===== config.mk =====
export PLATFORM = sky130hd
export DESIGN_NAME = rcf_top
export DESIGN_NICKNAME = d
export VERILOG_FILES = /design/src/shared/rcf_pkg.sv /design/src/shared/rcf_div_if.sv /design/src/rtl/rcf_clk_div.sv /design/src/rtl/rcf_top.sv
export SDC_FILE = /design/constraint.sdc
export NUM_CORES = 1
export LEC_CHECK = 0
export BUFFER_PORTS_ARGS = -buffer_cell sky130_fd_sc_hd__buf_2
export CAP_MARGIN = 20
export CORE_ASPECT_RATIO = 1.1
export CORE_MARGIN = 1
export CORE_UTILIZATION = 48
export CTS_CLUSTER_DIAMETER = 200
export DETAILED_ROUTE_END_ITERATION = 6
export PLACE_DENSITY = 0.8
export RECOVER_POWER = 100
export SYNTH_ARGS = -nofsm -noshare
export SYNTH_HDL_FRONTEND = slang
export SYNTH_HIERARCHICAL = 1
export SYNTH_SLANG_ARGS = --single-unit

===== constraint.sdc =====
create_clock -name ref_clk -period 1.9 [get_ports ref_clk]
set_input_delay 0.285 -clock ref_clk [delete_from_list [all_inputs] [get_ports ref_clk]]
set_output_delay 0.285 -clock ref_clk [all_outputs]
set_load 0.01 [all_outputs]

===== src/shared/rcf_pkg.sv =====
// package: register map, field positions and reset values for reset cause flags
package rcf_pkg;
   // register indices as printed; byte address is four times the index
   localparam logic [7:0]  IDX_CAUSE     = 8'h8E;
   localparam logic [7:0]  IDX_CTRL      = 8'h8F;
   localparam logic [7:0]  IDX_IRQ_STAT  = 8'h90;
   localparam logic [7:0]  IDX_IRQ_MASK  = 8'h91;
   localparam logic [31:0] ADDR_CAUSE    = {22'h00_0000, IDX_CAUSE, 2'h0};
   localparam logic [31:0] ADDR_CTRL     = {22'h00_0000, IDX_CTRL, 2'h0};
   localparam logic [31:0] ADDR_IRQ_STAT = {22'h00_0000, IDX_IRQ_STAT, 2'h0};
   localparam logic [31:0] ADDR_IRQ_MASK = {22'h00_0000, IDX_IRQ_MASK, 2'h0};

   // reset cause register fields
   localparam int unsigned CAUSE_W      = 2;
   localparam int unsigned BIT_BROWNOUT = 0;
   localparam int unsigned BIT_POWERON  = 1;
   localparam logic [1:0]  CAUSE_RST    = 2'h1;

   // interrupt status and mask fields
   localparam int unsigned IRQ_W        = 3;
   localparam int unsigned BIT_EXTRST   = 2;
   localparam logic [2:0]  IRQ_RST      = 3'h0;

   // control register fields
   localparam int unsigned BIT_RCMODE   = 0;
   localparam logic        CTRL_RST     = 1'b0;

   // input synchroniser lanes
   localparam int unsigned SYNC_W       = 4;
   localparam int unsigned LANE_EXTRST  = 0;
   localparam int unsigned LANE_POWERON = 1;
   localparam int unsigned LANE_BROWN   = 2;
   localparam int unsigned LANE_BROWNOUT_DETECT_ENABLE   = 3;
   localparam logic [3:0]  SYNC_RST     = 4'h1;

   // instruction clock: output toggles every DIV_HALF rising oscillator edges
   localparam logic [0:0]  DIV_HALF_M1  = 1'h1;

   localparam logic [1:0]  HTRANS_NONSEQ = 2'h2;
   localparam logic        HRESP_OKAY    = 1'b0;
endpackage


===== src/shared/rcf_div_if.sv =====
// interface: control and result of the instruction clock divider
`timescale 1ns/1ps
interface rcf_div_if;
   logic enable;
   logic clkOut;
   modport ctrl (output enable, input clkOut);
   modport div  (input enable, output clkOut);
endinterface


===== src/rtl/rcf_clk_div.sv =====
// module: oscillator synchroniser and divide-by-four instruction clock
`timescale 1ns/1ps
module rcf_clk_div (
   input  wire logic ref_clk,
   input  wire logic srst,
   input  wire logic oscInput,
   rcf_div_if.div    dv
);
   logic       oscMeta;
   logic       oscSync;
   logic       oscLast;
   logic [0:0] cnt;
   logic       clkOut;
   logic       next_oscLast;
   logic [0:0] next_cnt;
   logic       next_clkOut;
   logic       oscRise;

   always_ff @(posedge ref_clk) begin
      if (srst) begin
         oscMeta <= 1'b0;
         oscSync <= 1'b0;
      end else begin
         oscMeta <= oscInput;
         oscSync <= oscMeta;
      end
   end

   assign oscRise = oscSync & ~oscLast;

   // two rising edges per half period give a quarter of the input rate
   always_comb begin
      next_oscLast = oscSync;
      next_cnt     = cnt;
      next_clkOut  = clkOut;
      if (!dv.enable) begin
         next_cnt    = 1'h0;
         next_clkOut = 1'b0;
      end else if (oscRise) begin
         if (cnt == rcf_pkg::DIV_HALF_M1) begin
            next_cnt    = 1'h0;
            next_clkOut = ~clkOut;
         end else begin
            next_cnt = cnt + 1'h1;
         end
      end
   end

   always_ff @(posedge ref_clk) begin
      if (srst) begin
         oscLast <= 1'b0;
         cnt     <= 1'h0;
         clkOut  <= 1'b0;
      end else begin
         oscLast <= next_oscLast;
         cnt     <= next_cnt;
         clkOut  <= next_clkOut;
      end
   end

   assign dv.clkOut = clkOut;
endmodule


===== src/rtl/rcf_top.sv =====
// module: reset cause flags with AHB-Lite registers and interrupt
//
// The AHB-Lite slave port is this design's own decision.
`timescale 1ns/1ps
module rcf_top (
   input  wire logic        ref_clk,
   input  wire logic        srst,
   input  wire logic        hsel,
   input  wire logic [31:0] haddr,
   input  wire logic [1:0]  htrans,
   input  wire logic        hwrite,
   input  wire logic [2:0]  hsize,
   input  wire logic [31:0] hwdata,
   input  wire logic        hready,
   output logic             hreadyout,
   output logic             hresp,
   output logic      [31:0] hrdata,
   input  wire logic        externalResetN,
   input  wire logic        powerOnEvent,
   input  wire logic        brownoutEvent,
   input  wire logic        brownoutDetectEnable,
   input  wire logic        oscInput,
   output logic             instrClockOut,
   output logic             deviceReset,
   output logic             irq
);
   logic [rcf_pkg::SYNC_W-1:0]  syncMeta;
   logic [rcf_pkg::SYNC_W-1:0]  syncOut;
   logic [rcf_pkg::SYNC_W-1:0]  syncLast;
   logic                        extSync;
   logic                        bden;
   logic                        porHit;
   logic                        borHit;
   logic                        extHit;
   logic                        take;
   logic                        wrPend;
   logic [31:0]                 wrAddr;
   logic                        next_wrPend;
   logic [31:0]                 next_wrAddr;
   logic [31:0]                 next_hrdata;
   logic [rcf_pkg::CAUSE_W-1:0] cause;
   logic [rcf_pkg::CAUSE_W-1:0] next_cause;
   logic [rcf_pkg::IRQ_W-1:0]   irqStat;
   logic [rcf_pkg::IRQ_W-1:0]   irqMask;
   logic [rcf_pkg::IRQ_W-1:0]   next_irqStat;
   logic [rcf_pkg::IRQ_W-1:0]   next_irqMask;
   logic                        next_irq;
   logic                        rcMode;
   logic                        next_rcMode;
   logic                        next_deviceReset;
   logic                        wrCause;
   logic                        wrCtrl;
   logic                        wrStat;
   logic                        wrMask;

   rcf_div_if divBus ();

   rcf_clk_div u_div (
      .ref_clk  (ref_clk),
      .srst     (srst),
      .oscInput (oscInput),
      .dv       (divBus.div)
   );

   // pin inputs pass two flip-flops before any logic
   always_ff @(posedge ref_clk) begin
      if (srst) begin
         syncMeta <= rcf_pkg::SYNC_RST;
         syncOut  <= rcf_pkg::SYNC_RST;
         syncLast <= rcf_pkg::SYNC_RST;
      end else begin
         syncMeta <= {brownoutDetectEnable, brownoutEvent,
                      powerOnEvent, externalResetN};
         syncOut  <= syncMeta;
         syncLast <= syncOut;
      end
   end

   assign extSync = syncOut[rcf_pkg::LANE_EXTRST];
   assign bden    = syncOut[rcf_pkg::LANE_BROWNOUT_DETECT_ENABLE];
   assign porHit  = syncOut[rcf_pkg::LANE_POWERON] &
                    ~syncLast[rcf_pkg::LANE_POWERON];
   assign borHit  = syncOut[rcf_pkg::LANE_BROWN] &
                    ~syncLast[rcf_pkg::LANE_BROWN];
   assign extHit  = ~extSync & syncLast[rcf_pkg::LANE_EXTRST];

   // bus: zero wait states, always OKAY
   assign hreadyout = 1'b1;
   assign hresp     = rcf_pkg::HRESP_OKAY;
   assign take      = hsel & (htrans == rcf_pkg::HTRANS_NONSEQ) & hready;

   assign wrCause = wrPend & (wrAddr == rcf_pkg::ADDR_CAUSE);
   assign wrCtrl  = wrPend & (wrAddr == rcf_pkg::ADDR_CTRL);
   assign wrStat  = wrPend & (wrAddr == rcf_pkg::ADDR_IRQ_STAT);
   assign wrMask  = wrPend & (wrAddr == rcf_pkg::ADDR_IRQ_MASK);

   always_comb begin
      next_wrPend = take & hwrite;
      next_wrAddr = take ? haddr : wrAddr;
      next_hrdata = 32'h0000_0000;
      if (take && !hwrite) begin
         case (haddr)
            rcf_pkg::ADDR_CAUSE:
               next_hrdata = {30'h0000_0000, cause};
            rcf_pkg::ADDR_CTRL:
               next_hrdata = {31'h0000_0000, rcMode};
            rcf_pkg::ADDR_IRQ_STAT:
               next_hrdata = {29'h0000_0000, irqStat};
            rcf_pkg::ADDR_IRQ_MASK:
               next_hrdata = {29'h0000_0000, irqMask};
            default:
               next_hrdata = 32'h0000_0000;
         endcase
      end
   end

   always_ff @(posedge ref_clk) begin
      if (srst) begin
         wrPend <= 1'b0;
         wrAddr <= 32'h0000_0000;
         hrdata <= 32'h0000_0000;
      end else begin
         wrPend <= next_wrPend;
         wrAddr <= next_wrAddr;
         hrdata <= next_hrdata;
      end
   end

   // cause flags: software write stores, reset events clear and win
   always_comb begin
      next_cause = cause;
      if (wrCause) begin
         next_cause = hwdata[rcf_pkg::CAUSE_W-1:0];
      end
      if (porHit) begin
         next_cause[rcf_pkg::BIT_POWERON] = 1'b0;
      end
      if (borHit && bden) begin
         next_cause[rcf_pkg::BIT_BROWNOUT] = 1'b0;
      end
   end

   // flags survive an external reset so software can tell resets apart
   always_ff @(posedge ref_clk) begin
      if (srst) begin
         cause <= rcf_pkg::CAUSE_RST;
      end else begin
         cause <= next_cause;
      end
   end

   // external reset clears control state and drives device reset
   always_comb begin
      next_deviceReset = ~extSync;
      next_rcMode      = rcMode;
      if (!extSync) begin
         next_rcMode = rcf_pkg::CTRL_RST;
      end else if (wrCtrl) begin
         next_rcMode = hwdata[rcf_pkg::BIT_RCMODE];
      end
   end

   always_ff @(posedge ref_clk) begin
      if (srst) begin
         deviceReset <= 1'b1;
         rcMode      <= rcf_pkg::CTRL_RST;
      end else begin
         deviceReset <= next_deviceReset;
         rcMode      <= next_rcMode;
      end
   end

   assign divBus.enable = rcMode;
   assign instrClockOut = divBus.clkOut;

   // interrupt: sticky events, write one to clear, set wins
   always_comb begin
      next_irqStat = irqStat;
      next_irqMask = irqMask;
      if (wrStat) begin
         next_irqStat = irqStat & ~hwdata[rcf_pkg::IRQ_W-1:0];
      end
      if (wrMask) begin
         next_irqMask = hwdata[rcf_pkg::IRQ_W-1:0];
      end
      if (porHit) begin
         next_irqStat[rcf_pkg::BIT_POWERON] = 1'b1;
      end
      if (borHit && bden) begin
         next_irqStat[rcf_pkg::BIT_BROWNOUT] = 1'b1;
      end
      if (extHit) begin
         next_irqStat[rcf_pkg::BIT_EXTRST] = 1'b1;
      end
      next_irq = |(next_irqStat & next_irqMask);
   end

   always_ff @(posedge ref_clk) begin
      if (srst) begin
         irqStat <= rcf_pkg::IRQ_RST;
         irqMask <= rcf_pkg::IRQ_RST;
         irq     <= 1'b0;
      end else begin
         irqStat <= next_irqStat;
         irqMask <= next_irqMask;
         irq     <= next_irq;
      end
   end
endmodule


==> results of run 1 <==
[through the flow]
stage / cell area [µm²] / util / cells
3_3_place_gp: 2970 / 0.543 / 427
3_5_place_dp: 2970 / 0.543 / 427
5_1_grt: 3160 / 0.579 / 443
4_1_cts: 3160 / 0.578 / 443
6_report: 3160 / 0.579 / 443
2_1_floorplan: 2870 / - / 341
[power by group]
group	internal (mW)	switching, mW
combinational	0.0794	0.126
sequential	1.35	0.0175
clock	0.636	0.482
total	2.07	0.626
[logic make-up after synthesis]
logic type,Yosys count,synth area share
simple gates,141,0.294
other cells,2,0.00272
compound gates,43,0.0939
xor+xnor,2,0.00635
buf+inv,52,0.113
mux,9,0.0327
flops,63,0.457
[path summary, 6_finish.rpt]
kind,end,slack (ps),cells after the start
max,irq,120,5
min,syncMeta[0],130,2
max reg2reg,irq,120,5
min reg2reg,syncOut[0],410,1
[per-layer routing]
metal,global-route usage,vias up
met1,0.209,981
met2,0.306,73
met3,0.0380,22
li1,-,1102
met4,0.151,0
met5,0,-
[state kept, by name, summed over array words and instances (netlist names), 2 cells and up]
register and cells:
syncOut 4, irqMask 3, wrAddr 32, cause 2, syncLast 3, irqStat 3
syncMeta 4, hrdata 3
[worst register-to-register path, delay by kind of cell, from the launching register on]
kind	cells	cell delay (ps)
mux	1	300
simple gates	3	900
flops	1	320
compound gates	1	130
[cell usage in the layout (no fill, tap or decap), types with 3 or more instances in the layout]
master | synthesis | routed
dfxtp_1 | 63 | 63
nor2b_1 | 18 | 18
nand3_1 | 3 | 3
nand4_1 | 3 | 3
clkbuf_1 | 14 | 11
inv_1 | 7 | 7
buf_2 | 0 | 44
mux2i_1 | 9 | 8
a21oi_1 | 33 | 33
nor4_2 | 4 | 5
conb_1 | 2 | 31
clkbuf_8 | 0 | 10
nor4b_1 | 3 | 3
clkinv_2 | 0 | 3
nor4_1 | 11 | 10
nor2_1 | 7 | 7
nand2_1 | 66 | 66
nand2b_1 | 3 | 3
or2_2 | 3 | 3
[area by class of cell]
class                      count  area, µm²
fill                         499       2300
multi-input combinational    226       1320
sequential                    63       1260
timing repair buffer          56        272
clock buffer                  12        145
tap                           75       93.8
clock inverter                 4       45.0
inverter                       7       26.3
==> impl_metrics.json, run 1 <==
{
  "outcome": "finished clean",
  "max_freq_mhz": 563,
  "htree_levels": 3,
  "path_cells": "nor4_2 -> nand3_2 -> nor3_4 -> mux2i_2 -> o221ai_2",
  "crit_buf_inv": 0,
  "wl_met2_mm": 2.47,
  "grt_max_degree": 34,
  "die_w_um": 74.3,
  "root_buffer": "clkbuf_8",
  "leakagePower_nw": 1.21,
  "drt_iter0_drc": 78,
  "yosysTopAreaCellShare": 0.457,
  "ys_seq_area_frac": 0.457,
  "cellPowerDensity_mw_per_mm2": 851,
  "via_count": 2178,
  "floorplan.initialDensity": 0.505,
  "antenna_found_initial": 0,
  "insertion_delay_ps": 340,
  "cts_buffer_depth": 2,
  "cp-start-kind": "flop",
  "finalCritPeriodShare": 0.934,
  "synth-edff-count": 0,
  "dp_hpwl_mm": 3.69,
  "crit_path_start": "wrAddr[18]",
  "grt_pass1_vias": 2032,
  "yosys_warnings": 6,
  "drt_pass1_iterations": 4,
  "post-route-drc-count": 0,
  "worst_slew_pin_slew_ps": 942,
  "pre_cts_ws_ps": 47.1,
  "wirelength_mm": 5.13,
  "synth_common_cells": "nand2_1 (66), dfxtp_1 (63), a21oi_1 (33)",
  "synth.most_common_cell": "nand2_1",
  "wl_per_cell_um": 11.6,
  "die_area_mm2": 0.00606,
  "vias_per_cell": 4.92,
  "port_buffers": 52,
  "cts_resized": 0,
  "ioPinCount": 116,
  "endpoint_kind": "flop",
  "ys_ff_latch": 63,
  "place.gp.congestion": 0.795,
  "synth_area_per_cell_um2": 8.84,
  "design_power_total_mw": 2.69,
  "cp.arrival_ps": 1990,
  "slowest_stage": "dfxtp_1",
  "wl_met3_um": 259,
  "hold_slack_ps": 132,
  "slew_headroom": 0.372,
  "crit_type": "reg -> reg",
  "ys_types": 42,
  "period_minus_slack_ps": 1780,
  "clkSinkCount": 63,
  "cts_setup_buffers": 0,
  "vdd_drop_max_v": 0.000457,
  "drv_slew": 0,
  "path_max_fanout": 7,
  "diodes": 0,
  "rows": 28,
  "highest_layer": "met4",
  "cp_top_family": "simple AND/OR/NAND/NOR gates",
  "hold_viol_final": 0,
  "syn_to_final_growth_pct": 14.6,
  "synth_ff_type": "dfxtp_1",
  "grt-ovfl-total": 0,
  "worstPathRequired_ps": 2110,
  "grtUsageTotal": 0.187,
  "ys_top_cells_by_area": "dfxtp_1 (46%), nand2_1 (9.0%), buf_4 (8.4%)",
  "layout_setup_ws_ps": 125,
  "synthCells": 312,
  "cts_tree": "done",
  "finalSetupViolCount": 0,
  "core_area_mm2": 0.00547,
  "hold_buffers": 0,
  "m1WireLength_mm": 2.16,
  "drive_gt1_frac": 0.226,
  "post-synth-top-area-cell": "dfxtp_1",
  "numCtsBuffers": 9,
  "synthesis.area_mm2": 0.00276,
  "slowest_delay_ps": 320,
  "clock_skew_ps": 10.3,
  "ant_nets": 0,
  "worstReg2RegStart": "wrAddr[18]",
  "hp-start": "externalResetN",
  "tns_ps": 0,
  "min_path_type": "in -> reg",
  "synthArstFlopShare": 0,
  "cts.clk_slew.worst_paths_ps": 70,
  "maxCapViolCount": 0,
  "grt_pass1_wl_mm": 8.50,
  "die_h_um": 81.5,
  "nets": 442
}
Note: power is estimated with default switching activity, not from simulation.
==> run 2, diff against run 1 <==
- CORE_ASPECT_RATIO: 1.1 -> 0.7
- CORE_UTILIZATION: 48 -> 30
- PLACE_DENSITY: 0.8 -> not set
==> run 2 against run 1 <==
Count of clock-buffer cells in the layout is the same; total power grew 25%; critical path depth is the same; highest routed layer unchanged.
==> impl_metrics.json, run 2 (synthesis results as in run 1) <==
{
  "drv_slew": 0,
  "dp_hpwl_mm": 4.53,
  "drt_iter0_drc": 64,
  "cp_top_family": "simple AND/OR/NAND/NOR gates",
  "leakagePower_nw": 1.29,
  "switching_share": 0.205,
  "diodes": 0,
  "grt-ovfl-total": 0,
  "grt_max_degree": 34,
  "cts_buffer_depth": 2,
  "path_max_fanout": 7,
  "crit_buf_inv": 0,
  "numCtsBuffers": 9,
  "cp.arrival_ps": 1990,
  "drive_gt1_frac": 0.235,
  "finalSetupViolCount": 0,
  "min_path_type": "in -> reg",
  "placed_cell_area_mm2": 0.00305,
  "post-route-drc-count": 0,
  "crit_type": "reg -> reg",
  "nets": 445,
  "regMostFlops": "wrAddr",
  "insertion_delay_ps": 320,
  "ioPinCount": 116,
  "final_common_cell": "nand2_1",
  "design_power_total_mw": 3.37,
  "cellPowerDensity_mw_per_mm2": 996,
  "slew_headroom": 0.509,
  "instances_no_fill": 490,
  "clock_skew_ps": 6.58,
  "vdd_drop_max_v": 0.000417,
  "cts_setup_buffers": 0,
  "power_frac_clock": 0.529,
  "hold_viol_final": 0,
  "rows": 28,
  "fin_area_mm2": 0.00338,
  "port_buffers": 52,
  "wirelength_mm": 6.12,
  "die_w_um": 117,
  "via_count": 2176,
  "grt_pass1_vias": 2012,
  "path_cells": "nor4_2 -> nand3_2 -> nor3_4 -> mux2i_2 -> o221ai_2",
  "grtUsageTotal": 0.134,
  "power_switching_uw": 689,
  "core_area_mm2": 0.00869,
  "seqPwrFrac": 0.408,
  "cts.clk_slew.worst_paths_ps": 50,
  "hold_slack_ps": 148,
  "htree_levels": 3,
  "max_freq_mhz": 557,
  "syn_to_final_growth_pct": 22.5,
  "top_regs": "wrAddr: 32 flops, syncMeta: 4 flops, syncOut: 4 flops",
  "cts_tree": "done",
  "internal_power_mw": 2.68,
  "worst_slew_pin_slew_ps": 736,
  "most-common-layout-cells": "nand2_1 (66), dfxtp_1 (63), buf_2 (45)",
  "largest_reg_flops": 32,
  "root_buffer": "clkbuf_16",
  "endpoint_kind": "flop",
  "wl_per_cell_um": 12.5,
  "finalCritPeriodShare": 0.946,
  "die_area_mm2": 0.00959,
  "tns_ps": 0,
  "rsz0062_at_grt": "yes",
  "worstPathRequired_ps": 2090,
  "slowest_delay_ps": 320,
  "place.gp.congestion": 0.792,
  "clkSinkCount": 63,
  "slowest_stage": "nor4_2",
  "antenna_found_initial": 0,
  "drt_pass1_iterations": 4,
  "maxCapViolCount": 0,
  "ant_nets": 0,
  "dp_cells": 475,
  "power_frac_comb": 0.063,
  "num-fill-cells": 913,
  "cp-start-kind": "flop",
  "grt_pass1_wl_mm": 9.58,
  "floorplan.initialDensity": 0.318,
  "vias_per_cell": 4.44,
  "die_h_um": 82.2,
  "period_minus_slack_ps": 1800,
  "outcome": "finished clean"
}
-- run 2: power groups by stage --
stage	sequential [mW]	clock, mW	combinational, mW
2_1_floorplan	1.40	0	0.171
3_3_place_gp	1.40	0	0.207
3_5_place_dp	1.40	0	0.211
4_1_cts	1.37	1.82	0.211
5_1_grt	1.37	1.90	0.238
6_report	1.37	1.78	0.213
-- run 2: repair_timing --
action	CTS	global route
gates resized for setup	0	4
hold buffers	0	0
setup endpoints to repair	0	3
-- run 2: per-stage QoR --
step / worst slack, ps / utilization
global placement: 87.1 / 0.351
global route: -24.7 / 0.389
CTS: 29.6 / 0.389
detailed placement: 40.0 / 0.351
floorplan: 348 / -
finish: 103 / 0.389
-- run 2: cell type report --
type / count / area (µm²) / share of cell area
Clock buffer: 12 / 267 / 0.0788
Inverter: 7 / 26.3 / 0.00777
Timing Repair Buffer: 59 / 292 / 0.0862
Tap cell: 120 / 150 / 0.0444
Multi-Input combinational cell: 226 / 1320 / 0.390
Clock inverter: 3 / 65.1 / 0.0192
Sequential cell: 63 / 1260 / 0.373
-- run 2: worst paths after layout --
kind                       start           to  slack [ps]  cells after the start
setup reg to reg      wrAddr[18]          irq         100                      5
hold reg to reg      syncMeta[0]   syncOut[0]         410                      1
hold / removal    externalResetN  syncMeta[0]         150                      2
setup / recovery      wrAddr[18]          irq         100                      5
-- run 2: per-layer routing --
| metal | GRT usage | up-vias | part of all wire |
|---|---|---|---|
| met5 | 0 | - | 0 |
| met1 | 0.178 | 996 | 0.51 |
| li1 | - | 1102 | - |
| met4 | 0.0392 | 0 | 0.010 |
| met3 | 0.0555 | 10 | 0.066 |
| met2 | 0.198 | 68 | 0.41 |
==> run 3, diff against run 2 <==
- RECOVER_POWER: 100 -> 50
==> run 3 against run 2 <==
Via count is essentially flat; worst hold slack is essentially flat; combinational power is essentially flat; clock skew is essentially flat; core utilization grew 0.13 points; cell area grew 0.33%; total power is essentially flat; non-clock buffer count is the same; global-route usage is the same; sequential power is essentially flat; first-iteration DRC count grew 14%; critical path depth is the same.
==> impl_metrics.json, run 3 (synthesis results as in run 1) <==
{
  "vdd_drop_max_v": 0.000416,
  "rows": 28,
  "cts.clk_slew.worst_paths_ps": 50,
  "grt_max_degree": 34,
  "die_area_mm2": 0.00959,
  "numCtsBuffers": 9,
  "root_buffer": "clkbuf_16",
  "die_h_um": 82.2,
  "cp.arrival_ps": 1990,
  "most-common-layout-cells": "nand2_1 (66), dfxtp_1 (63), buf_2 (51)",
  "top_regs": "wrAddr: 32 flops, syncMeta: 4 flops, syncOut: 4 flops",
  "outcome": "finished clean",
  "cts_setup_buffers": 0,
  "drt_iter0_drc": 73,
  "leakagePower_nw": 1.32,
  "path_max_fanout": 7,
  "grt_pass1_vias": 2012,
  "rsz0062_at_grt": "yes",
  "grt_util_met2": 0.198,
  "ioPinCount": 116,
  "wirelength_mm": 6.11,
  "cts_tree": "done",
  "die_w_um": 117,
  "tns_ps": 0,
  "met3_usage": 0.0555,
  "finalCritPeriodShare": 0.947,
  "grtUsageTotal": 0.134,
  "dp_hpwl_mm": 4.53,
  "endpoint_kind": "flop",
  "diodes": 0,
  "hold_buffers": 0,
  "cp-start-kind": "flop",
  "vias_per_cell": 4.44,
  "antenna_found_initial": 0,
  "final_common_cell": "nand2_1",
  "largest_reg_flops": 32,
  "maxCapViolCount": 0,
  "post-route-drc-count": 0,
  "grt_pass1_wl_mm": 9.58,
  "max_freq_mhz": 556,
  "cellPowerDensity_mw_per_mm2": 993,
  "floorplan.initialDensity": 0.318,
  "grt.busiest_layer": "met2",
  "drive_gt1_frac": 0.254,
  "drt_pass1_iterations": 4,
  "design_power_total_mw": 3.37,
  "num-fill-cells": 908,
  "htree_levels": 3,
  "regMostFlops": "wrAddr",
  "drv_slew": 0,
  "core_area_mm2": 0.00869,
  "period_minus_slack_ps": 1800,
  "finalSetupViolCount": 0,
  "slew_headroom": 0.509,
  "grt-ovfl-total": 0,
  "ant_nets": 0,
  "dp_cells": 475,
  "instances_no_fill": 490,
  "grt_use_met1": 0.178,
  "place.gp.congestion": 0.792,
  "min_path_type": "in -> reg",
  "clkSinkCount": 63,
  "via_count": 2174,
  "nets": 445,
  "port_buffers": 52,
  "syn_to_final_growth_pct": 22.9,
  "cts_buffer_depth": 2,
  "clock_skew_ps": 6.73,
  "wl_per_cell_um": 12.5,
  "crit_type": "reg -> reg",
  "worstPathRequired_ps": 2090,
  "insertion_delay_ps": 320,
  "worst_slew_pin_slew_ps": 737,
  "hold_viol_final": 0,
  "utilization": 0.390
}
## run 3: changes by cell type in the layout (fill, tap and decap cells not counted), sizes merged
cell and delta:
buf +7, clkbuf -7
## run 3: final cells by class
cell class,instances,area [µm²],share of cell area
Clock inverter,3,65.1,0.0192
Multi-Input combinational cell,226,1320,0.389
Inverter,7,26.3,0.00775
Timing Repair Buffer,59,303,0.0893
Sequential cell,63,1260,0.372
Clock buffer,12,267,0.0786
Tap cell,120,150,0.0443
## run 3: final timing paths
check,startpoint,end,slack (ps),cells past startpoint
setup reg to reg,wrAddr[18],irq,100,5
setup / recovery,wrAddr[18],irq,100,5
hold reg to reg,syncMeta[0],syncOut[0],410,1
hold / removal,externalResetN,syncMeta[0],150,2
## run 3: power breakdown
part           leakage, nW  total (mW)  switching [mW]  internal, mW
Clock                0.165        1.78           0.538          1.24
Combinational        0.643       0.214           0.133        0.0811
Sequential           0.512        1.37          0.0184          1.35
Total                 1.32        3.37           0.689          2.68
## run 3: critical path: stages, from the launching register on
cell and delay [ps]:
dfxtp_1 310, nor4_2 320, nand3_2 280, nor3_4 320, mux2i_2 300, o221ai_2 140
## run 3: what timing repair did
| item | CTS | global route |
|---|---|---|
| gates resized for setup | 0 | 4 |
| endpoints found under the hold margin | 0 | 0 |
| setup endpoints to repair | 0 | 3 |
## run 3: stage by stage
stage	setup slack [ps]	hold WS (ps)	area (µm²)
floorplan	348	357	2870
global placement	87.1	397	3050
detailed placement	40.0	400	3050
CTS	29.6	142	3380
global route	-24.7	137	3390
finish	99.9	148	3390
## run 3: routing by layer
layer,wire [µm],vias up
met2,2540,61
li1,-,1101
met3,380,10
met5,0,-
met1,3130,1002
met4,61,0
